**src/rtl/sdadc_pkg.sv**
```systemverilog
/*
 * Constants and types shared by the delta-sigma converter mode control.
 * Assumes nothing of its surroundings; pure definitions.
 */
package sdadc_pkg;

  // ****************************************
  // Operating modes
  // ****************************************
  typedef enum logic [1:0] {
    SDADC_MODE_PDN   = 2'b00,
    SDADC_MODE_SLEEP = 2'b01,
    SDADC_MODE_NORM  = 2'b10,
    SDADC_MODE_RST   = 2'b11
  } sdadc_mode_e;

  // ****************************************
  // Clock and rate constants
  // ****************************************
  localparam logic [4:0] SDADC_CLKDIV_BYPASS = 5'h1F;
  localparam int SDADC_MCLK_PRE = 2;
  localparam logic [6:0] SDADC_ADCK_DIV_LONG = 7'h1E;
  localparam logic [6:0] SDADC_ADCK_DIV_SHORT = 7'h0C;
  localparam int SDADC_FLMS_RATE_BIT = 1;
  localparam int SDADC_FLMS_CHOP_BIT = 2;
  localparam logic [15:0] SDADC_OSR_MAX = 16'h4000;
  localparam int SDADC_CONV_W = 16;
  localparam int SDADC_DATA_W = 24;

  // ****************************************
  // Reset values and default sensor channel
  // ****************************************
  localparam logic [SDADC_DATA_W-1:0] SDADC_DATA_RST = 24'h000000;
  localparam logic [3:0] SDADC_TSENSE_CH_DEF = 4'hF;

endpackage

```
**src/rtl/sdadc_tick_div.sv**
```systemverilog
/*
 * Programmable divider producing a one-cycle enable pulse every div_in
 * enabled input cycles. Assumes div_in is at least 1 and is static
 * while counting; a change restarts cleanly at the next wrap.
 */
`timescale 1ns/10ps
`default_nettype none

module sdadc_tick_div
#(
  parameter int W = 7
)
(
  // Clock and reset
  input wire logic sys_clk_in,
  input wire logic rst_b_in,
  // Control
  input wire logic run_in,
  input wire logic en_in,
  input wire logic [W-1:0] div_in,
  // Output pulse
  output logic tick_out
);

  logic [W-1:0] cnt_r;
  logic [W-1:0] cnt_nxt;
  logic wrap;

  // ****************************************
  // Count decode
  // ****************************************
  assign wrap = en_in && (cnt_r >= div_in - W'(1));
  assign cnt_nxt = !run_in ? '0 : wrap ? '0 : en_in ? cnt_r + W'(1) : cnt_r;

  // Counter and registered pulse
  always_ff @(posedge sys_clk_in)
  begin
    if (!rst_b_in)
    begin
      cnt_r <= '0;
      tick_out <= 1'b0;
    end
    else
    begin
      cnt_r <= cnt_nxt;
      tick_out <= run_in && wrap;
    end
  end

endmodule
`default_nettype wire

```
**src/rtl/sdadc_mode_ctrl.sv**
```systemverilog
/*
 * Mode control of a delta-sigma converter: decodes power-off, sleep and
 * filter-reset bits into analog enables, times conversions from the
 * system clock, and keeps the end-of-conversion flag, interrupt request
 * and result bytes. Assumes all control bits come from registers on
 * sys_clk_in; result_data_in is the filter output valid at conversion end.
 */
`timescale 1ns/10ps
`default_nettype none

// Operation
// - Four modes from power-off, sleep, filter-reset
// - Power-off forces power down, all disabled but bandgap, common-mode, regulator
// - Common-mode follows bandgap; regulator bit in power-down
// - Sleep: modulator, sensor, buffers off; regulator follows its bit; rest on
// - Filter-reset holds filter in reset, else normal
// - Reset bit pulse high-low starts conversions
// - Sensor enable from channel selects in run modes
// - Each reference buffer has own enable bit
// - Conversion end sets end-of-conversion flag
// - Conversion end sets interrupt request flag
// - Interrupt needs global and converter enables
// - Results overwrite data while hold is off
// - Hold keeps last result, discards new ones
// - Reference select picks reference pair
// - Data rate from oversampling and filter mode
// - Hold suppresses flag and interrupt, keeps converting
// - Oversampling 16384 halving down to 128
// - Clock divider sys/2/(n+1), 11111 bypass
module sdadc_mode_ctrl
  import sdadc_pkg::*;
#(
  parameter logic [3:0] TSENSE_CH = SDADC_TSENSE_CH_DEF
)
(
  // Clock and reset
  input wire logic sys_clk_in,
  input wire logic rst_b_in,
  // Mode control bits
  input wire logic regulator_enable_in,
  input wire logic conv_power_off_in,
  input wire logic conv_sleep_in,
  input wire logic filter_reset_in,
  // Configuration
  input wire logic result_hold_enable_in,
  input wire logic reference_select_in,
  input wire logic [4:0] clock_divider_field_in,
  input wire logic [2:0] oversampling_field_in,
  input wire logic [2:0] filter_mode_field_in,
  input wire logic [3:0] positive_channel_select_in,
  input wire logic [3:0] negative_channel_select_in,
  input wire logic neg_ref_buffer_enable_in,
  input wire logic pos_ref_buffer_enable_in,
  // Interrupt control
  input wire logic global_interrupt_enable_in,
  input wire logic converter_interrupt_enable_in,
  input wire logic eoc_clear_in,
  input wire logic irq_flag_clear_in,
  // Filter data
  input wire logic [SDADC_DATA_W-1:0] result_data_in,
  // Analog enables
  output logic [1:0] mode_out,
  output logic bandgap_en_out,
  output logic regulator_en_out,
  output logic vcm_en_out,
  output logic amp_en_out,
  output logic modulator_en_out,
  output logic tsense_en_out,
  output logic neg_ref_buf_en_out,
  output logic pos_ref_buf_en_out,
  output logic sinc_en_out,
  output logic sinc_reset_out,
  output logic ref_select_out,
  // Timing
  output logic mclk_tick_out,
  output logic converting_out,
  // Status and results
  output logic eoc_out,
  output logic irq_flag_out,
  output logic int_req_out,
  output logic [7:0] result_low_byte_out,
  output logic [7:0] result_mid_byte_out,
  output logic [7:0] result_high_byte_out
);

  // ****************************************
  // Mode decode
  // ****************************************
  sdadc_mode_e mode_nxt;
  logic run_mode;
  logic bandgap_nxt;

  // Power-off dominates, then sleep, then the filter-reset bit
  assign mode_nxt = conv_power_off_in ? SDADC_MODE_PDN :
                    conv_sleep_in ? SDADC_MODE_SLEEP :
                    filter_reset_in ? SDADC_MODE_RST : SDADC_MODE_NORM;
  assign run_mode = (mode_nxt == SDADC_MODE_NORM) || (mode_nxt == SDADC_MODE_RST);
  assign bandgap_nxt = !conv_power_off_in || regulator_enable_in;

  // Temperature sensor follows the channel selects, gated by the run modes
  logic tsense_sel;
  assign tsense_sel = (positive_channel_select_in == TSENSE_CH) ||
                      (negative_channel_select_in == TSENSE_CH);

  // Registered analog enables; one cycle of latency on every mode change
  always_ff @(posedge sys_clk_in)
  begin
    if (!rst_b_in)
    begin
      mode_out <= SDADC_MODE_PDN;
      bandgap_en_out <= 1'b0;
      regulator_en_out <= 1'b0;
      vcm_en_out <= 1'b0;
      amp_en_out <= 1'b0;
      modulator_en_out <= 1'b0;
      tsense_en_out <= 1'b0;
      neg_ref_buf_en_out <= 1'b0;
      pos_ref_buf_en_out <= 1'b0;
      sinc_en_out <= 1'b0;
      sinc_reset_out <= 1'b0;
      ref_select_out <= 1'b0;
    end
    else
    begin
      mode_out <= mode_nxt;
      bandgap_en_out <= bandgap_nxt;
      regulator_en_out <= regulator_enable_in;
      vcm_en_out <= bandgap_nxt;
      amp_en_out <= !conv_power_off_in;
      modulator_en_out <= run_mode;
      tsense_en_out <= run_mode && tsense_sel;
      neg_ref_buf_en_out <= run_mode && neg_ref_buffer_enable_in;
      pos_ref_buf_en_out <= run_mode && pos_ref_buffer_enable_in;
      sinc_en_out <= !conv_power_off_in;
      sinc_reset_out <= mode_nxt == SDADC_MODE_RST;
      ref_select_out <= reference_select_in;
    end
  end

  // ****************************************
  // Start detection
  // ****************************************
  logic frst_d_r;
  logic start_pulse;
  logic running_r;
  logic running_nxt;

  // Falling edge of the reset bit in a run mode closes the high-low pulse
  assign start_pulse = frst_d_r && !filter_reset_in && run_mode;
  assign running_nxt = conv_power_off_in || filter_reset_in ? 1'b0 :
                       start_pulse ? 1'b1 : running_r;

  always_ff @(posedge sys_clk_in)
  begin
    if (!rst_b_in)
    begin
      frst_d_r <= 1'b0;
      running_r <= 1'b0;
    end
    else
    begin
      frst_d_r <= filter_reset_in;
      running_r <= running_nxt;
    end
  end

  // ****************************************
  // Clock dividers and conversion timing
  // ****************************************
  logic [6:0] mclk_div;
  logic [6:0] adck_div;
  logic adck_tick;
  logic mclk_tick;
  logic counting;
  logic [SDADC_CONV_W-1:0] osr;
  logic [SDADC_CONV_W-1:0] conv_len;
  logic [SDADC_CONV_W-1:0] conv_cnt_r;
  logic conv_end;

  // Bypass code runs the converter clock at the system rate
  assign mclk_div = (clock_divider_field_in == SDADC_CLKDIV_BYPASS) ? 7'h01 :
                    7'(SDADC_MCLK_PRE * (int'(clock_divider_field_in) + 1));
  assign adck_div = filter_mode_field_in[SDADC_FLMS_RATE_BIT] ? SDADC_ADCK_DIV_SHORT
                                                              : SDADC_ADCK_DIV_LONG;
  assign osr = SDADC_OSR_MAX >> oversampling_field_in;
  // A clear chop bit doubles the samples per result; chop mode does not
  assign conv_len = filter_mode_field_in[SDADC_FLMS_CHOP_BIT] ? osr
                                                              : SDADC_CONV_W'(osr << 1);
  // Sleep stops the modulator, so conversions pause but are not lost
  assign counting = running_r && run_mode;

  sdadc_tick_div #(.W(7)) u_mclk_div (
    .sys_clk_in(sys_clk_in),
    .rst_b_in(rst_b_in),
    .run_in(counting),
    .en_in(1'b1),
    .div_in(mclk_div),
    .tick_out(mclk_tick)
  );

  sdadc_tick_div #(.W(7)) u_adck_div (
    .sys_clk_in(sys_clk_in),
    .rst_b_in(rst_b_in),
    .run_in(counting),
    .en_in(mclk_tick),
    .div_in(adck_div),
    .tick_out(adck_tick)
  );

  assign conv_end = counting && adck_tick && (conv_cnt_r >= conv_len - SDADC_CONV_W'(1));

  // Conversions continue back to back once started
  always_ff @(posedge sys_clk_in)
  begin
    if (!rst_b_in)
      conv_cnt_r <= '0;
    else if (!running_r)
      conv_cnt_r <= '0;
    else if (conv_end)
      conv_cnt_r <= '0;
    else if (counting && adck_tick)
      conv_cnt_r <= conv_cnt_r + SDADC_CONV_W'(1);
  end

  // ****************************************
  // Flags, interrupt and results
  // ****************************************
  logic accept;
  assign accept = conv_end && !result_hold_enable_in;

  // Set wins over a clear arriving in the same cycle
  always_ff @(posedge sys_clk_in)
  begin
    if (!rst_b_in)
    begin
      eoc_out <= 1'b0;
      irq_flag_out <= 1'b0;
      int_req_out <= 1'b0;
      mclk_tick_out <= 1'b0;
      converting_out <= 1'b0;
    end
    else
    begin
      eoc_out <= accept || (eoc_out && !eoc_clear_in);
      irq_flag_out <= accept || (irq_flag_out && !irq_flag_clear_in);
      int_req_out <= irq_flag_out && global_interrupt_enable_in && converter_interrupt_enable_in;
      mclk_tick_out <= mclk_tick;
      converting_out <= counting;
    end
  end

  // Result registers update only when the hold is off
  always_ff @(posedge sys_clk_in)
  begin
    if (!rst_b_in)
      {result_high_byte_out, result_mid_byte_out, result_low_byte_out} <= SDADC_DATA_RST;
    else if (accept)
      {result_high_byte_out, result_mid_byte_out, result_low_byte_out} <= result_data_in;
  end
endmodule
`default_nettype wire

```
**config.mk**
```make
export PLATFORM = sky130hd
export DESIGN_NAME = sdadc_mode_ctrl
export DESIGN_NICKNAME = d
export VERILOG_FILES = /design/src/rtl/sdadc_pkg.sv /design/src/rtl/sdadc_tick_div.sv /design/src/rtl/sdadc_mode_ctrl.sv
export SDC_FILE = /design/constraint.sdc
export NUM_CORES = 1
export LEC_CHECK = 0
export BUFFER_PORTS_ARGS = -buffer_cell sky130_fd_sc_hd__buf_2
export CELL_PAD_IN_SITES_DETAIL_PLACEMENT = 1
export CELL_PAD_IN_SITES_GLOBAL_PLACEMENT = 2
export CORE_ASPECT_RATIO = 0.5
export CORE_MARGIN = 1.5
export CORE_UTILIZATION = 31
export DETAILED_ROUTE_END_ITERATION = 6
export PLACE_DENSITY_LB_ADDON = 0.12
export SLEW_MARGIN = 20
export SYNTH_ARGS = -nofsm -noshare
export SYNTH_HDL_FRONTEND = slang
export SYNTH_SLANG_ARGS = --single-unit
```
**constraint.sdc**
```tcl
create_clock -name sys_clk_in -period 3.45 [get_ports sys_clk_in]
set_input_delay 0.345 -clock sys_clk_in [delete_from_list [all_inputs] [get_ports sys_clk_in]]
set_output_delay 0.345 -clock sys_clk_in [all_outputs]
set_load 0.05 [all_outputs]
```
Yosys cells after proc, flatten, opt, wreduce, memory -nomap -nowiden
Index checks and enable logic that the tools add are counted.
- register bits after elaboration: 74
- output and inout port bits: 42
- bits in latches: 0
- logic and storage cells: 81
- input bits: 57
- memories: 0
- bits in read-only memories: 0
- bits in writable memories: 0
- equal/unequal tests: 5
- divide/modulo/power cells: 0
- bitwise gates (word level): 3
- shifts and indexed selects: 1
- $mul: 0
- magnitude comparators: 3
- reduce and logical (&&, ||, !) cells: 31
- muxes and demuxes: 6
- add/sub/neg operators: 7
- operator list (kind ; number):
    $add 16x1->16 const B ; 1
    $ge 16x16->1 ; 1
    $logic_and 1x1->1 ; 16
    $mux 16 ; 1
    $shr 15x3->16 const A ; 1
    $sub 16x1->16 const B ; 1
    $add 7x1->7 const B ; 2
    $ge 7x7->1 ; 2
    $reduce_or 3->1 ; 3
    $eq 4x4->1 const B ; 2
    $mux 7 ; 1
    $sub 7x1->7 const B ; 1
    $add 5x1->6 const B ; 1
    $logic_or 1x1->1 ; 6
    $sub 5x1->6 const B ; 1
    $eq 5x5->1 const B ; 1
    $logic_not 1->1 ; 5
    $mux 5 ; 1
    $eq 2x2->1 const B ; 2
    $mux 2 ; 2
    $not 1->1 ; 3
    $reduce_or 2->1 ; 1
    $mux 1 ; 1

Depth between registers and ports, before layout
Gate-level depths: netlist of run 1.
- word-level depth: 10
- gate-level depth with buffers: 17
- gate-level depth less buffers: 13

Cells and area by module
Synthesis of run 1 repeated with hierarchy kept, for this count alone.
- cells, all modules: 448
- area, all modules: 3946.3 um^2
- by module, submodules not included (module ; cells an instance ; instances ; seq. area each (um^2) ; area each (um^2)):
    sdadc_mode_ctrl ; 318 ; 1 ; 1161.1 ; 2792.7
    sdadc_tick_div ; 65 ; 2 ; 160.2 ; 576.8

Worst setup path before layout of run 1
Ideal clock, no wire load.
- kind: input port to flip-flop
- from: input filter_mode_field_in[2]
- to: register result_high_byte_out[2]
- cell stages on the path: 17
- required time: 3.378 ns
- arrival time: 3.153 ns
- setup slack: 0.226 ns
- cells stage by stage: clkbuf_1 > xor2_1 > nand3_1 > ha_1 > clkbuf_1 > nor3_1 > nand2_1 > nand2_1 > a221oi_1 > ha_1 > nand4_1 > nor3_1 > nor3_2 > a211oi_2 > buf_6 > buf_12 > mux2i_1
- word-level cells in the longest chain between the ends: 5
- RTL lines (element ; RTL line ; source):
    start, declared ; sdadc_mode_ctrl.sv:49 ; input wire logic [2:0] filter_mode_field_in,
    $mux 16 ; sdadc_mode_ctrl.sv:187 ; assign conv_len = filter_mode_field_in[SDADC_FLMS_CHOP_BIT] ? osr
    $sub 16x1->16 ; sdadc_mode_ctrl.sv:210 ; assign conv_end = counting && adck_tick && (conv_cnt_r >= conv_len - SDADC_CONV_W'(1));
    $ge 16x16->1 ; sdadc_mode_ctrl.sv:210 ;
    $logic_and 1x1->1 ; sdadc_mode_ctrl.sv:210 ;
    $logic_and 1x1->1 ; sdadc_mode_ctrl.sv:229 ; assign accept = conv_end && !result_hold_enable_in;
    end signal, assigned ; sdadc_mode_ctrl.sv:258 ; {result_high_byte_out, result_mid_byte_out, result_low_byte_out} <= result_data_in;
    end, declared ; sdadc_mode_ctrl.sv:83 ; output logic [7:0] result_high_byte_out
No other way between the ends.
A chain may end at the register's enable or synchronous reset.

Worst setup path after layout of run 1
- from: input oversampling_field_in[0]
- to: register result_mid_byte_out[1]
- word-level cells in the longest chain between the ends: 6
- RTL lines (element ; RTL line ; source):
    start, declared ; sdadc_mode_ctrl.sv:48 ; input wire logic [2:0] oversampling_field_in,
    $shr 15x3->16 ; sdadc_mode_ctrl.sv:185 ; assign osr = SDADC_OSR_MAX >> oversampling_field_in;
    $mux 16 ; sdadc_mode_ctrl.sv:187 ;
    $sub 16x1->16 ; sdadc_mode_ctrl.sv:210 ;
    $ge 16x16->1 ; sdadc_mode_ctrl.sv:210 ;
    $logic_and 1x1->1 ; sdadc_mode_ctrl.sv:210 ;
    $logic_and 1x1->1 ; sdadc_mode_ctrl.sv:229 ;
    end signal, assigned ; sdadc_mode_ctrl.sv:258 ;
    end, declared ; sdadc_mode_ctrl.sv:82 ; output logic [7:0] result_mid_byte_out,
No other way between the ends.

==> results by group, run 1 <==
Outcome
  – Status: finished clean

Timing
  – Final Skew: slightly below 4 ps
  – Unrepaired setup endpoints after global routing: false
  – Final period util: 88.90%
  – Finish-stage setup viols: 0
  – Slew headroom: 55.63%
  – Setup TNS: 0 ps
  – Max-slew violations: 0
  – Fin. Hold Viols: 0
  – Tightest Pin Transition: between 600 and 700 ps
  – Tmin final: between 3000 and 4000 ps
  – Fmax: between 300 and 400 MHz

Synthesis
  – FF+latch count, synth: 74
  – Post-Synthesis Net Count: 500
  – Synth cell count leaders: nand2_1 (77), dfxtp_1 (74), nor2_1 (43)
  – Post-synth ARST share: 0%
  – Post-synthesis sequential area ratio: around 40%
  – Top cells by area, synth: dfxtp_1 (40%), ha_1 (8.5%), nand2_1 (7.9%)
  – Ys flop type: dfxtp_1
  – Share of the synthesized area in the top cell type: 40.40%
  – Yosys warnings: 0
  – Distinct cells, synth: 43
  – Cell with the most instances after synthesis: nand2_1
  – Synth Instances: 418
  – Post-synth EDFFs: 0
  – Mapped Area: approximately 0.0037 mm^2
  – Area leader, netlist: dfxtp_1
  – Syn avg cell area: approximately 8.8 um^2

Pwr
  – Cell Pwr Density: about 420 mW/mm^2
  – Leak Pwr: 0.002022 uW
  – Max VDD drop: slightly above 200 uV

Detailed routing
  – Routed Wire Length: about 9200 um
  – DR vias: ~3100
  – Residual DRC: 0
  – DR WL/cell: ~13 um
  – DRT iter0 DRCs: 100
  – DR pass1 iterations: 3
  – Post-DR vias/cell: around 4.6
  – Post-route ant nets: 0

Floorplan
  – Die Ht: about 80 um
  – Die ar.: between 0.01 and 0.015 mm^2
  – Die W: 156.8 um
  – Initial Util: around 33%
  – Core Footprint: around 0.011 mm^2
  – IO Pins: 99
  – Cell row count: 27

Setup path
  – Critical Path Source Type: input port
  – Worst r2r src: conv_cnt_r[13]$_SDFFE_PP0P_
  – Worst Path Class, Setup: in2reg
  – Crit path cell chain: buf_2 > xor2_1 > nand3_1 > ha_1 > nor3_1 > nand2_1 > nand2_1 > a221oi_1 > ha_1 > nand4_1 > nor3_1 > nor3_2 > a211oi_4 > buf_12 > buf_12 > mux2i_1
  – Critical path arrival: roughly 3300 ps
  – Critical path origin: oversampling_field_in[0]
  – Flop-to-flop setup slack: 1230 ps
  – Crit path largest cell delay: around 340 ps
  – Req. time, crit path: about 3700 ps
  – Slowest-stage cell, CP: nor3_1
  – Crit Path Max Fanout: 10
  – Crit. End Element: flop

CTS
  – Post CTS Setup Buffer Count: 0
  – CTS root buf: clkbuf_16
  – Worst-path clk slew: 60 ps
  – Worst-Skew Late Latency: around 330 ps
  – Post-CTS Hold Fix Bufs: 0
  – H-tree levels: 3
  – TritonCTS clock tree: done
  – # resized after CTS: 0
  – Clock buffer depth: 2
  – Clock sinks: 74
  – Number of buffers created by CTS: 9

Final layout
  – Layout cells sized above 1: 25.05%
  – Post-route cell area: roughly 0.0047 mm^2
  – Final non-filler cell total: 682
  – Core Util, Final: a little over two fifths
  – # nets final: between 600 and 700
  – Fillers: approximately 1400
  – N_diodes: 0
  – Area grow syn2layout: 27.81%

Hold path
  – Min-Delay Path Class: in2reg
  – Hold path start: neg_ref_buffer_enable_in

GRT
  – GRT overflow: 0
  – First-pass GRT wire length: 15120 um
  – Initial antenna violation count: 0
  – Gr usage total: around 16%
  – Pin count of the biggest net entering global routing: 57
  – Vias in the first global route: between 3000 and 4000

Placement
  – PortBufs: 97
  – RD Place Congestion: a little over 0.7
  – Detailed placer's ending HPWL: between 6000 and 7000 um
  – Placed cell area: roughly 0.0044 mm^2
  – # placed instances: around 670

Run
  – Max Cap Viol: 0
[final cells by class]
type / count / area, um^2 / share of cell area [%]
sequential: 74 / 1481 / 31.61
timing repair buffer: 110 / 633.1 / 13.51
clock inverter: 4 / 51.30 / 1.094
tap: 159 / 198.9 / 4.245
multi-input combinational: 316 / 2039 / 43.51
clock buffer: 11 / 252.7 / 5.392
inverter: 8 / 30.03 / 0.6407
[layer usage]
| metal | vias to the layer above | routed length (um) | GRT usage (%) |
|---|---|---|---|
| met2 | 21 | 4513 | 27.26 |
| met5 | - | 0 | 0 |
| met4 | 0 | 74 | 4.000 |
| met1 | 1456 | 4371 | 18.90 |
| li1 | 1627 | - | - |
| met3 | 8 | 208 | 4.343 |
[worst paths after layout]
kind	end	cells after the start
worst max-delay path	result_mid_byte_out[1]$_SDFFE_PN0P_	16
worst min-delay path	neg_ref_buf_en_out$_SDFF_PN0_	2
worst max register to register	result_mid_byte_out[1]$_SDFFE_PN0P_	8
worst min register to register	result_low_byte_out[2]$_SDFFE_PN0P_	2
[placed cells by master (no fill, tap or decap), drive strengths merged, types with 6 or more instances in the layout]
cell | netlist | routed
buf | 6 | 110
nand2 | 77 | 77
dfxtp | 74 | 74
nor2 | 43 | 43
mux2i | 25 | 25
ha | 25 | 25
xor2 | 17 | 17
nand3 | 14 | 14
nand4 | 14 | 14
xnor2 | 13 | 13
a21oi | 11 | 11
clkbuf | 14 | 11
and2 | 9 | 9
inv | 8 | 8
nor3 | 8 | 8
o21ai | 7 | 7
and3 | 6 | 6
[where the power goes]
part	internal, uW	switching, uW
Clock	595	355
Combinational	66.5	99.9
Sequential	861	2.02
Total	1520	457
[flip-flops by register name (all words and copies together) (netlist names), 2 cells and up]
register              flops
result_mid_byte_out       8
u_mclk_div.cnt_r          7
mode_out                  2
result_low_byte_out       8
conv_cnt_r               16
result_high_byte_out      8
u_adck_div.cnt_r          7
[kinds of logic (layout without fill, tap and decap cells)]
logic type	Yosys count	count (layout)	share of synthesized area, %
AOI/OAI and AO/OA	42	42	7.609
xor gates and xnor gates	30	30	7.165
adders and majority gates	25	25	8.530
buffers and inverters	28	133	4.196
DFF	74	74	40.40
muxes	25	25	6.824
and+or+nand+nor	194	194	25.28
[through the flow]
| step | hold slack (ps) | setup slack [ps] | power (uW) |
|---|---|---|---|
| floorplan | 417.4 | 225.9 | 987.4 |
| detailed placement | 445.0 | 30.34 | 1050 |
| CTS | 206.1 | 352.4 | 2018 |
| global route | 219.2 | 24.63 | 2074 |
| finish | 216.6 | 382.8 | 1979 |
| global placement | 440.5 | 168.6 | 1048 |
[critical path: cells and delay by family]
kind	cells	cell delay (ps)
adders and majority gates	2	590
AOI/OAI and AO/OA	2	370
muxes	1	180
xor gates and xnor gates	1	160
buffers and inverters	3	520
and+or+nand+nor	7	1140
Power figures use the tool's default switching activity.
==> run 2: changes to the inputs <==
- SYNTH_HIERARCHICAL: unset -> 1
==> run 2 against run 1 <==
  * Combinational power rose by 15%
  * Power down 3.4%
  * Final cell count grew 6.6%
  * Wire length grew 4.9%
  * Worst setup slack gained 86 ps
  * Via count rose by 7.8%
  * Core utilization is 1.1 points lower
  * Fmax is 2.9% higher
  * Sequential power barely moved
  * Register-to-register slack is essentially flat
  * Critical path depth down 2
  * Clock power shrank 9.8%
==> results by group, run 2 <==
Outcome
  – Status: finished clean (unchanged)

Setup path
  – Worst Path Class, Setup: in2reg (unchanged)
  – Critical Path Source Type: input port (unchanged)
  – Critical path arrival: 3240 ps (was 3320 ps)
  – Crit. End Element: flop (unchanged)
  – Crit Path Max Fanout: 26 (was 10)
  – Req. time, crit path: 3710 ps (was 3700 ps)

Hold path
  – Min-Delay Path Class: in2reg (unchanged)

Detailed routing
  – DRT iter0 DRCs: 89 (was 100)
  – DR pass1 iterations: 4 (was 3)
  – DR WL/cell: 13.23 um (was 13.44 um)
  – Post-route ant nets: 0 (unchanged)
  – Post-DR vias/cell: 4.616 (was 4.563)
  – DR vias: 3356 (was 3112)
  – Residual DRC: 0 (unchanged)
  – Routed Wire Length: 9618 um (was 9168 um)

Timing
  – Final period util: 86.42% (was 88.90%)
  – Max-slew violations: 0 (unchanged)
  – Finish-stage setup viols: 0 (unchanged)
  – Slew headroom: 62.94% (was 55.63%)
  – Final Skew: 7.192 ps (was 3.880 ps)
  – Fin. Hold Viols: 0 (unchanged)
  – Unrepaired setup endpoints after global routing: false (unchanged)
  – Tightest Pin Transition: 555.6 ps (was 656.5 ps)
  – Tmin final: 2982 ps (was 3067 ps)
  – Fmax: 335.4 MHz (was 326.0 MHz)
  – Hold WS: 213.9 ps (was 216.6 ps)

Final layout
  – Fillers: 1505 (was 1381)
  – Multi-input gate area: 0.002352 mm^2 (was 0.002039 mm^2)
  – Largest reg by FF count: conv_cnt_r (unchanged)
  – Core Util, Final: 40.58% (was 41.66%)
  – Layout cells sized above 1: 23.71% (was 25.05%)
  – Most common cell after layout, fill and taps aside: buf_2 (unchanged)
  – # nets final: 644 (was 601)
  – Commonest non-fill, non-tap cells in the layout: buf_2 (97), nand2_1 (79), dfxtp_1 (74), nor2_1 (48), ha_1 (31) (was buf_2 (97), nand2_1 (77), dfxtp_1 (74), nor2_1 (43))
  – Area grow syn2layout: 24.64% (was 27.81%)
  – Area occupied by registers: 0.001481 mm^2 (unchanged)
  – Max FFs per register: 16 (unchanged)

Pwr
  – Leak Pwr: 0.002088 uW (was 0.002022 uW)
  – Max VDD drop: 181.8 uV (was 202.9 uV)
  – Cell Pwr Density: 388.5 mW/mm^2 (was 422.3 mW/mm^2)

Placement
  – RD Place Congestion: 0.7629 (was 0.7123)
  – PortBufs: 97 (unchanged)
  – Detailed placer's ending HPWL: 7411 um (was 6980 um)

CTS
  – Clock sinks: 74 (unchanged)
  – Post CTS Setup Buffer Count: 0 (unchanged)
  – H-tree levels: 3 (unchanged)
  – Worst-path clk slew: 50 ps (was 60 ps)
  – Worst-Skew Late Latency: 330 ps (about the same)
  – # resized after CTS: 0 (unchanged)
  – CTS root buf: clkbuf_16 (unchanged)
  – Clock buffer depth: 2 (unchanged)
  – TritonCTS clock tree: done (unchanged)
  – Post-CTS Hold Fix Bufs: 0 (unchanged)
  – Number of buffers created by CTS: 9 (unchanged)

GRT
  – Pin count of the biggest net entering global routing: 48 (was 57)
  – Vias in the first global route: 3235 (was 3099)
  – Initial antenna violation count: 1 (was 0)
  – Gr usage total: 14.92% (was 15.58%)
  – GRT overflow: 0 (unchanged)
  – First-pass GRT wire length: 15590 um (was 15120 um)

Synthesis
  – Distinct cells, synth: 47 (was 43)
  – Mapped Area: 0.003946 mm^2 (was 0.003667 mm^2)
  – Synth cell count leaders: nand2_1 (79), dfxtp_1 (74), nor2_1 (48) (was nand2_1 (77), dfxtp_1 (74), nor2_1 (43))
  – Post-synthesis sequential area ratio: 37.54% (was 40.40%)
  – FF+latch count, synth: 74 (unchanged)
  – Cell with the most instances after synthesis: nand2_1 (unchanged)
  – Top cells by area, synth: dfxtp_1 (38%), ha_1 (9.8%), nand2_1 (7.5%) (was dfxtp_1 (40%), ha_1 (8.5%), nand2_1 (7.9%))
  – Syn avg cell area: 8.809 um^2 (was 8.773 um^2)
  – Synth Instances: 448 (was 418)
  – Post-synth ARST share: 0% (unchanged)
  – Yosys warnings: 6 (was 0)
  – Area leader, netlist: dfxtp_1 (unchanged)
  – Post-synth EDFFs: 0 (unchanged)
  – Ys flop type: dfxtp_1 (unchanged)
  – Share of the synthesized area in the top cell type: 37.54% (was 40.40%)

Run
  – Max Cap Viol: 0 (unchanged)

Floorplan
  – Die Ht: 82.78 um (was 79.91 um)
  – Die W: 162.6 um (was 156.8 um)
  – Initial Util: 32.56% (was 32.60%)
  – Cell row count: 28 (was 27)
  – IO Pins: 99 (unchanged)
  – Core Footprint: 0.01212 mm^2 (was 0.01125 mm^2)
  – Die ar.: 0.01346 mm^2 (was 0.01253 mm^2)
run 2: logic make-up after synthesis:
group	Yosys count	share of synthesized area (%)
compound gates	46	8.656
xor+xnor	38	8.434
fa+ha+maj	31	9.829
buf+inv	30	4.280
flops	74	37.54
mux	26	6.595
other cells	2	0.1903
simple gates	201	24.48
run 2: per-layer routing:
metal	GRT usage (%)	vias up	share of wire [%]
li1	-	1742	-
met1	17.75	1571	47
met2	26.37	37	49
met3	4.322	6	3.4
met4	4.862	0	0.81
met5	0	-	0
run 2: per-stage QoR:
stage | power (uW) | setup slack (ps) | TNS, ps | instance area, um^2 | instances
after floorplan | 1010 | 235.0 | 0 | 3988 | 459
after global placement | 1072 | 100.6 | 0 | 4639 | 710
after detailed placement | 1075 | -26.75 | -218.5 | 4639 | 710
after CTS | 1942 | 304.0 | 0 | 4912 | 726
after global routing | 2002 | 171.5 | 0 | 4916 | 726
final | 1911 | 468.4 | 0 | 4918 | 727
run 2: power by group:
part	internal, uW	total [uW]	switching (uW)
sequential	861	863	1.82
combinational	78.3	191	113
clock	502	857	355
total	1440	1910	470
run 2: worst max-delay path: stages:
cell,delay (ps)
buf_2,120
xor2_1,160
nand3_1,80
ha_1,320
nor4_1,90
a31o_2,220
a221oi_1,260
ha_1,180
nand2_1,70
nor4_1,380
nand2_1,160
a311oi_4,360
buf_12,260
mux2i_1,220
run 2: final cells by class:
class	instances	area share, %
clock inverter	5	0.6105
antenna	1	0.05088
sequential	74	30.12
inverter	10	0.7632
tap	165	4.197
clock buffer	11	4.935
timing repair buffer	106	11.50
multi-input combinational	355	47.83
run 2: path summary, 6_finish.rpt:
path | depth (start not counted) | endpoint | start | slack, ps
setup / recovery | 14 | result_low_byte_out[3]$_SDFFE_PN0P_ | oversampling_field_in[0] | 470
hold / removal | 2 | pos_ref_buf_en_out$_SDFF_PN0_ | pos_ref_buffer_enable_in | 210
setup reg to reg | 7 | result_low_byte_out[3]$_SDFFE_PN0P_ | conv_cnt_r[11]$_SDFFE_PP0P_ | 1240
hold reg to reg | 2 | result_low_byte_out[1]$_SDFFE_PN0P_ | result_low_byte_out[1]$_SDFFE_PN0P_ | 460
==> run 3: changes to the inputs <==
--- a/config.mk
+++ b/config.mk
@@ -14,4 +14,5 @@
 export DETAILED_ROUTE_END_ITERATION = 6
 export PLACE_DENSITY_LB_ADDON = 0.12
+export SKIP_LAST_GASP = 1
 export SLEW_MARGIN = 20
 export SYNTH_ARGS = -nofsm -noshare
==> constraint.sdc (replaced) <==
create_clock -name sys_clk_in -period 3.45 [get_ports sys_clk_in]
set_input_delay 0.8625 -clock sys_clk_in [delete_from_list [all_inputs] [get_ports sys_clk_in]]
set_output_delay 0.8625 -clock sys_clk_in [all_outputs]
set_load 0.05 [all_outputs]
==> run 3 against run 2 <==
  * Global-route usage down 0.058 points
  * Highest routed layer unchanged
  * Critical path depth up 1
  * Clock-buffer cell count shrank 1
  * Critical path type unchanged
  * Non-clock buffer count up 14
  * Core utilization up 1.7 points
  * Power rose by 4.7%
  * Final area grew 4.1%
  * Largest power group is now the clock network
==> results by group, run 3 (synthesized netlist as in run 2, its figures left out) <==
GRT
  – First-pass GRT wire length: 15660 um (was 15590 um)
  – GRT overflow: 0 (unchanged)
  – Pin count of the biggest net entering global routing: 53 (was 48)
  – Vias in the first global route: 3310 (was 3235)
  – Gr usage total: 14.86% (was 14.92%)
  – Initial antenna violation count: 0 (was 1)

Setup path
  – Crit path cell chain: buf_2 > xor2_1 > nand3_1 > ha_4 > buf_2 > buf_4 > xor2_1 > ha_1 > nand2_1 > nor4_4 > nand2_1 > a311oi_4 > buf_6 > clkbuf_16 > mux2i_1 (was buf_2 > xor2_1 > nand3_1 > ha_1 > nor4_1 > a31o_2 > a221oi_1 > ha_1 > nand2_1 > nor4_1 > nand2_1 > a311oi_4 > buf_12 > mux2i_1)
  – Critical path arrival: 3550 ps (was 3240 ps)
  – CP Capture Point: result_mid_byte_out[0]$_SDFFE_PN0P_ (was result_low_byte_out[3]$_SDFFE_PN0P_)
  – R2R depth: 8 (was 7)
  – Slowest-stage cell, CP: a311oi_4 (was nor4_1)
  – End of the worst register-to-register path: result_mid_byte_out[0]$_SDFFE_PN0P_ (was result_low_byte_out[3]$_SDFFE_PN0P_)
  – Critical path origin: oversampling_field_in[0] (unchanged)
  – Crit-path leading delay family: buffers and inverters (was compound AO/OA/AOI/OAI gates)
  – Worst Path Class, Setup: in2reg (unchanged)
  – Critical Path Source Type: input port (unchanged)
  – Crit. End Element: flop (unchanged)
  – Req. time, crit path: 3710 ps (about the same)
  – Crit path largest cell delay: 340 ps (was 380 ps)
  – Worst r2r src: conv_cnt_r[11]$_SDFFE_PP0P_ (unchanged)
  – Critical path buffers and inverters: 5 (was 2)
  – Flop-to-flop setup slack: 1340 ps (was 1240 ps)
  – Crit Path Max Fanout: 7 (was 26)
  – Critical Path Stages: 15 (was 14)

Final layout
  – Layout cells sized above 1: 26.26% (was 23.71%)
  – Area grow syn2layout: 29.71% (was 24.64%)
  – Multi-input gate area: 0.002391 mm^2 (was 0.002352 mm^2)
  – Area occupied by registers: 0.001481 mm^2 (unchanged)
  – Fillers: 1495 (was 1505)
  – Max FFs per register: 16 (unchanged)
  – Most common cell after layout, fill and taps aside: buf_2 (unchanged)
  – Commonest non-fill, non-tap cells in the layout: buf_2 (98), nand2_1 (78), dfxtp_1 (74), nor2_1 (48), ha_1 (30) (was buf_2 (97), nand2_1 (79), dfxtp_1 (74), nor2_1 (48), ha_1 (31))
  – # nets final: 658 (was 644)
  – N_diodes: 0 (was 1)
  – Largest reg by FF count: conv_cnt_r (unchanged)

Run
  – Max Cap Viol: 0 (unchanged)

Timing
  – Tmin final: 3293 ps (was 2982 ps)
  – Final Skew: 6.248 ps (was 7.192 ps)
  – Final period util: 95.44% (was 86.42%)
  – Slew headroom: 66.32% (was 62.94%)
  – Max-slew violations: 0 (unchanged)
  – PnR worst setup slack: 157.4 ps (was 468.4 ps)
  – Finish-stage setup viols: 0 (unchanged)
  – Fin. Hold Viols: 0 (unchanged)
  – Setup TNS: 0 ps (unchanged)
  – Fmax: 303.7 MHz (was 335.4 MHz)
  – Tightest Pin Transition: 505.1 ps (was 555.6 ps)

CTS
  – Post-CTS Hold Fix Bufs: 0 (unchanged)
  – Number of buffers created by CTS: 9 (unchanged)
  – Clock sinks: 74 (unchanged)
  – CTS root buf: clkbuf_16 (unchanged)
  – Worst-Skew Late Latency: 330 ps (about the same)
  – Worst-path clk slew: 60 ps (was 50 ps)
  – H-tree levels: 3 (unchanged)
  – TritonCTS clock tree: done (unchanged)
  – Clock buffer depth: 2 (unchanged)

Detailed routing
  – Routed Wire Length: 9943 um (was 9618 um)
  – DR vias: 3406 (was 3356)
  – DRT iter0 DRCs: 110 (was 89)
  – DR WL/cell: 13.44 um (was 13.23 um)
  – Residual DRC: 0 (unchanged)
  – DR pass1 iterations: 4 (unchanged)
  – Post-DR vias/cell: 4.603 (was 4.616)
  – Post-route ant nets: 0 (unchanged)

Placement
  – PortBufs: 97 (unchanged)
  – RD Place Congestion: 0.7611 (was 0.7629)
  – Detailed placer's ending HPWL: 7527 um (was 7411 um)
  – Setup slack at placement: -238.4 ps (was -26.75 ps)

Floorplan
  – Die W: 162.6 um (unchanged)
  – Initial Util: 32.56% (unchanged)
  – Die Ht: 82.78 um (unchanged)
  – IO Pins: 99 (unchanged)
  – Core Footprint: 0.01212 mm^2 (unchanged)
  – Cell row count: 28 (unchanged)
  – Die ar.: 0.01346 mm^2 (unchanged)

Pwr
  – Leak Pwr: 0.002165 uW (was 0.002088 uW)
  – Max VDD drop: 241.7 uV (was 181.8 uV)
  – Cell Pwr Density: 391.0 mW/mm^2 (was 388.5 mW/mm^2)

Hold path
  – Worst Hold Depth: 2 (unchanged)
  – Hold path start: result_mid_byte_out[1]$_SDFFE_PN0P_ (was pos_ref_buffer_enable_in)
  – Min-Delay Path Class: reg2reg (was in2reg)

Outcome
  – Status: finished clean (unchanged)
[run 3: changes by cell type in the layout (fill, tap and decap cells not counted), moves of 2 or more]
cell and change:
buf_4 +9, buf_6 +2, clkinv_2 -3, clkinvlp_4 +3, nor4_1 -2
[run 3: worst min-delay path: cells and delay by family (launching register included)]
| kind | cells | cell delay [ps] |
|---|---|---|
| flip-flops | 1 | 300 |
| AND/OR/NAND/NOR | 1 | 50 |
| multiplexers | 1 | 50 |
[run 3: what timing repair did]
action,4_1_cts,5_1_grt
setup endpoints to repair,0,26
endpoints found under the hold margin,0,0
setup buffers,0,4
gates resized for setup,0,9
[run 3: final cells by class]
| cell class | instances | area share [%] |
|---|---|---|
| Inverter | 10 | 0.7333 |
| Clock buffer | 10 | 4.473 |
| Multi-Input combinational cell | 355 | 46.71 |
| Tap cell | 165 | 4.033 |
| Clock inverter | 6 | 1.320 |
| Timing Repair Buffer | 120 | 13.79 |
| Sequential cell | 74 | 28.94 |
[run 3: stage by stage]
| stage | util, % | hold slack, ps | std cells | instance area [um^2] | power (uW) |
|---|---|---|---|---|---|
| finish | 42.23 | 453.1 | 740 | 5119 | 2001 |
| global route | 42.23 | 461.9 | 740 | 5119 | 2102 |
| CTS | 41.37 | 459.0 | 734 | 5015 | 2022 |
| detailed placement | 38.92 | 447.5 | 718 | 4718 | 1085 |
| global placement | 38.92 | 440.5 | 718 | 4718 | 1081 |
| floorplan | - | 436.1 | 459 | 4004 | 1012 |
[run 3: power breakdown]
group / internal (uW) / switching, uW / total, uW
registers: 861 / 2.10 / 863
clock network: 560 / 368 / 928
logic: 90.2 / 121 / 211
total: 1510 / 491 / 2000
[run 3: layer usage]
layer | GRT usage, % | up-vias | wire, um
met2 | 27.26 | 34 | 4905
li1 | - | 1758 | -
met4 | 4.679 | 0 | 85
met5 | 0 | - | 0
met1 | 17.47 | 1606 | 4714
met3 | 3.577 | 8 | 238
[run 3: how the worst min path moves through the flow]
stage / to / slack, ps
finish: result_mid_byte_out[1]$_SDFFE_PN0P_ / 450
global route: result_mid_byte_out[5]$_SDFFE_PN0P_ / 460
CTS: result_mid_byte_out[5]$_SDFFE_PN0P_ / 460
detailed placement: result_mid_byte_out[0]$_SDFFE_PN0P_ / 450
global placement: result_mid_byte_out[5]$_SDFFE_PN0P_ / 440
floorplan: mclk_tick_out$_SDFF_PN0_ / 440
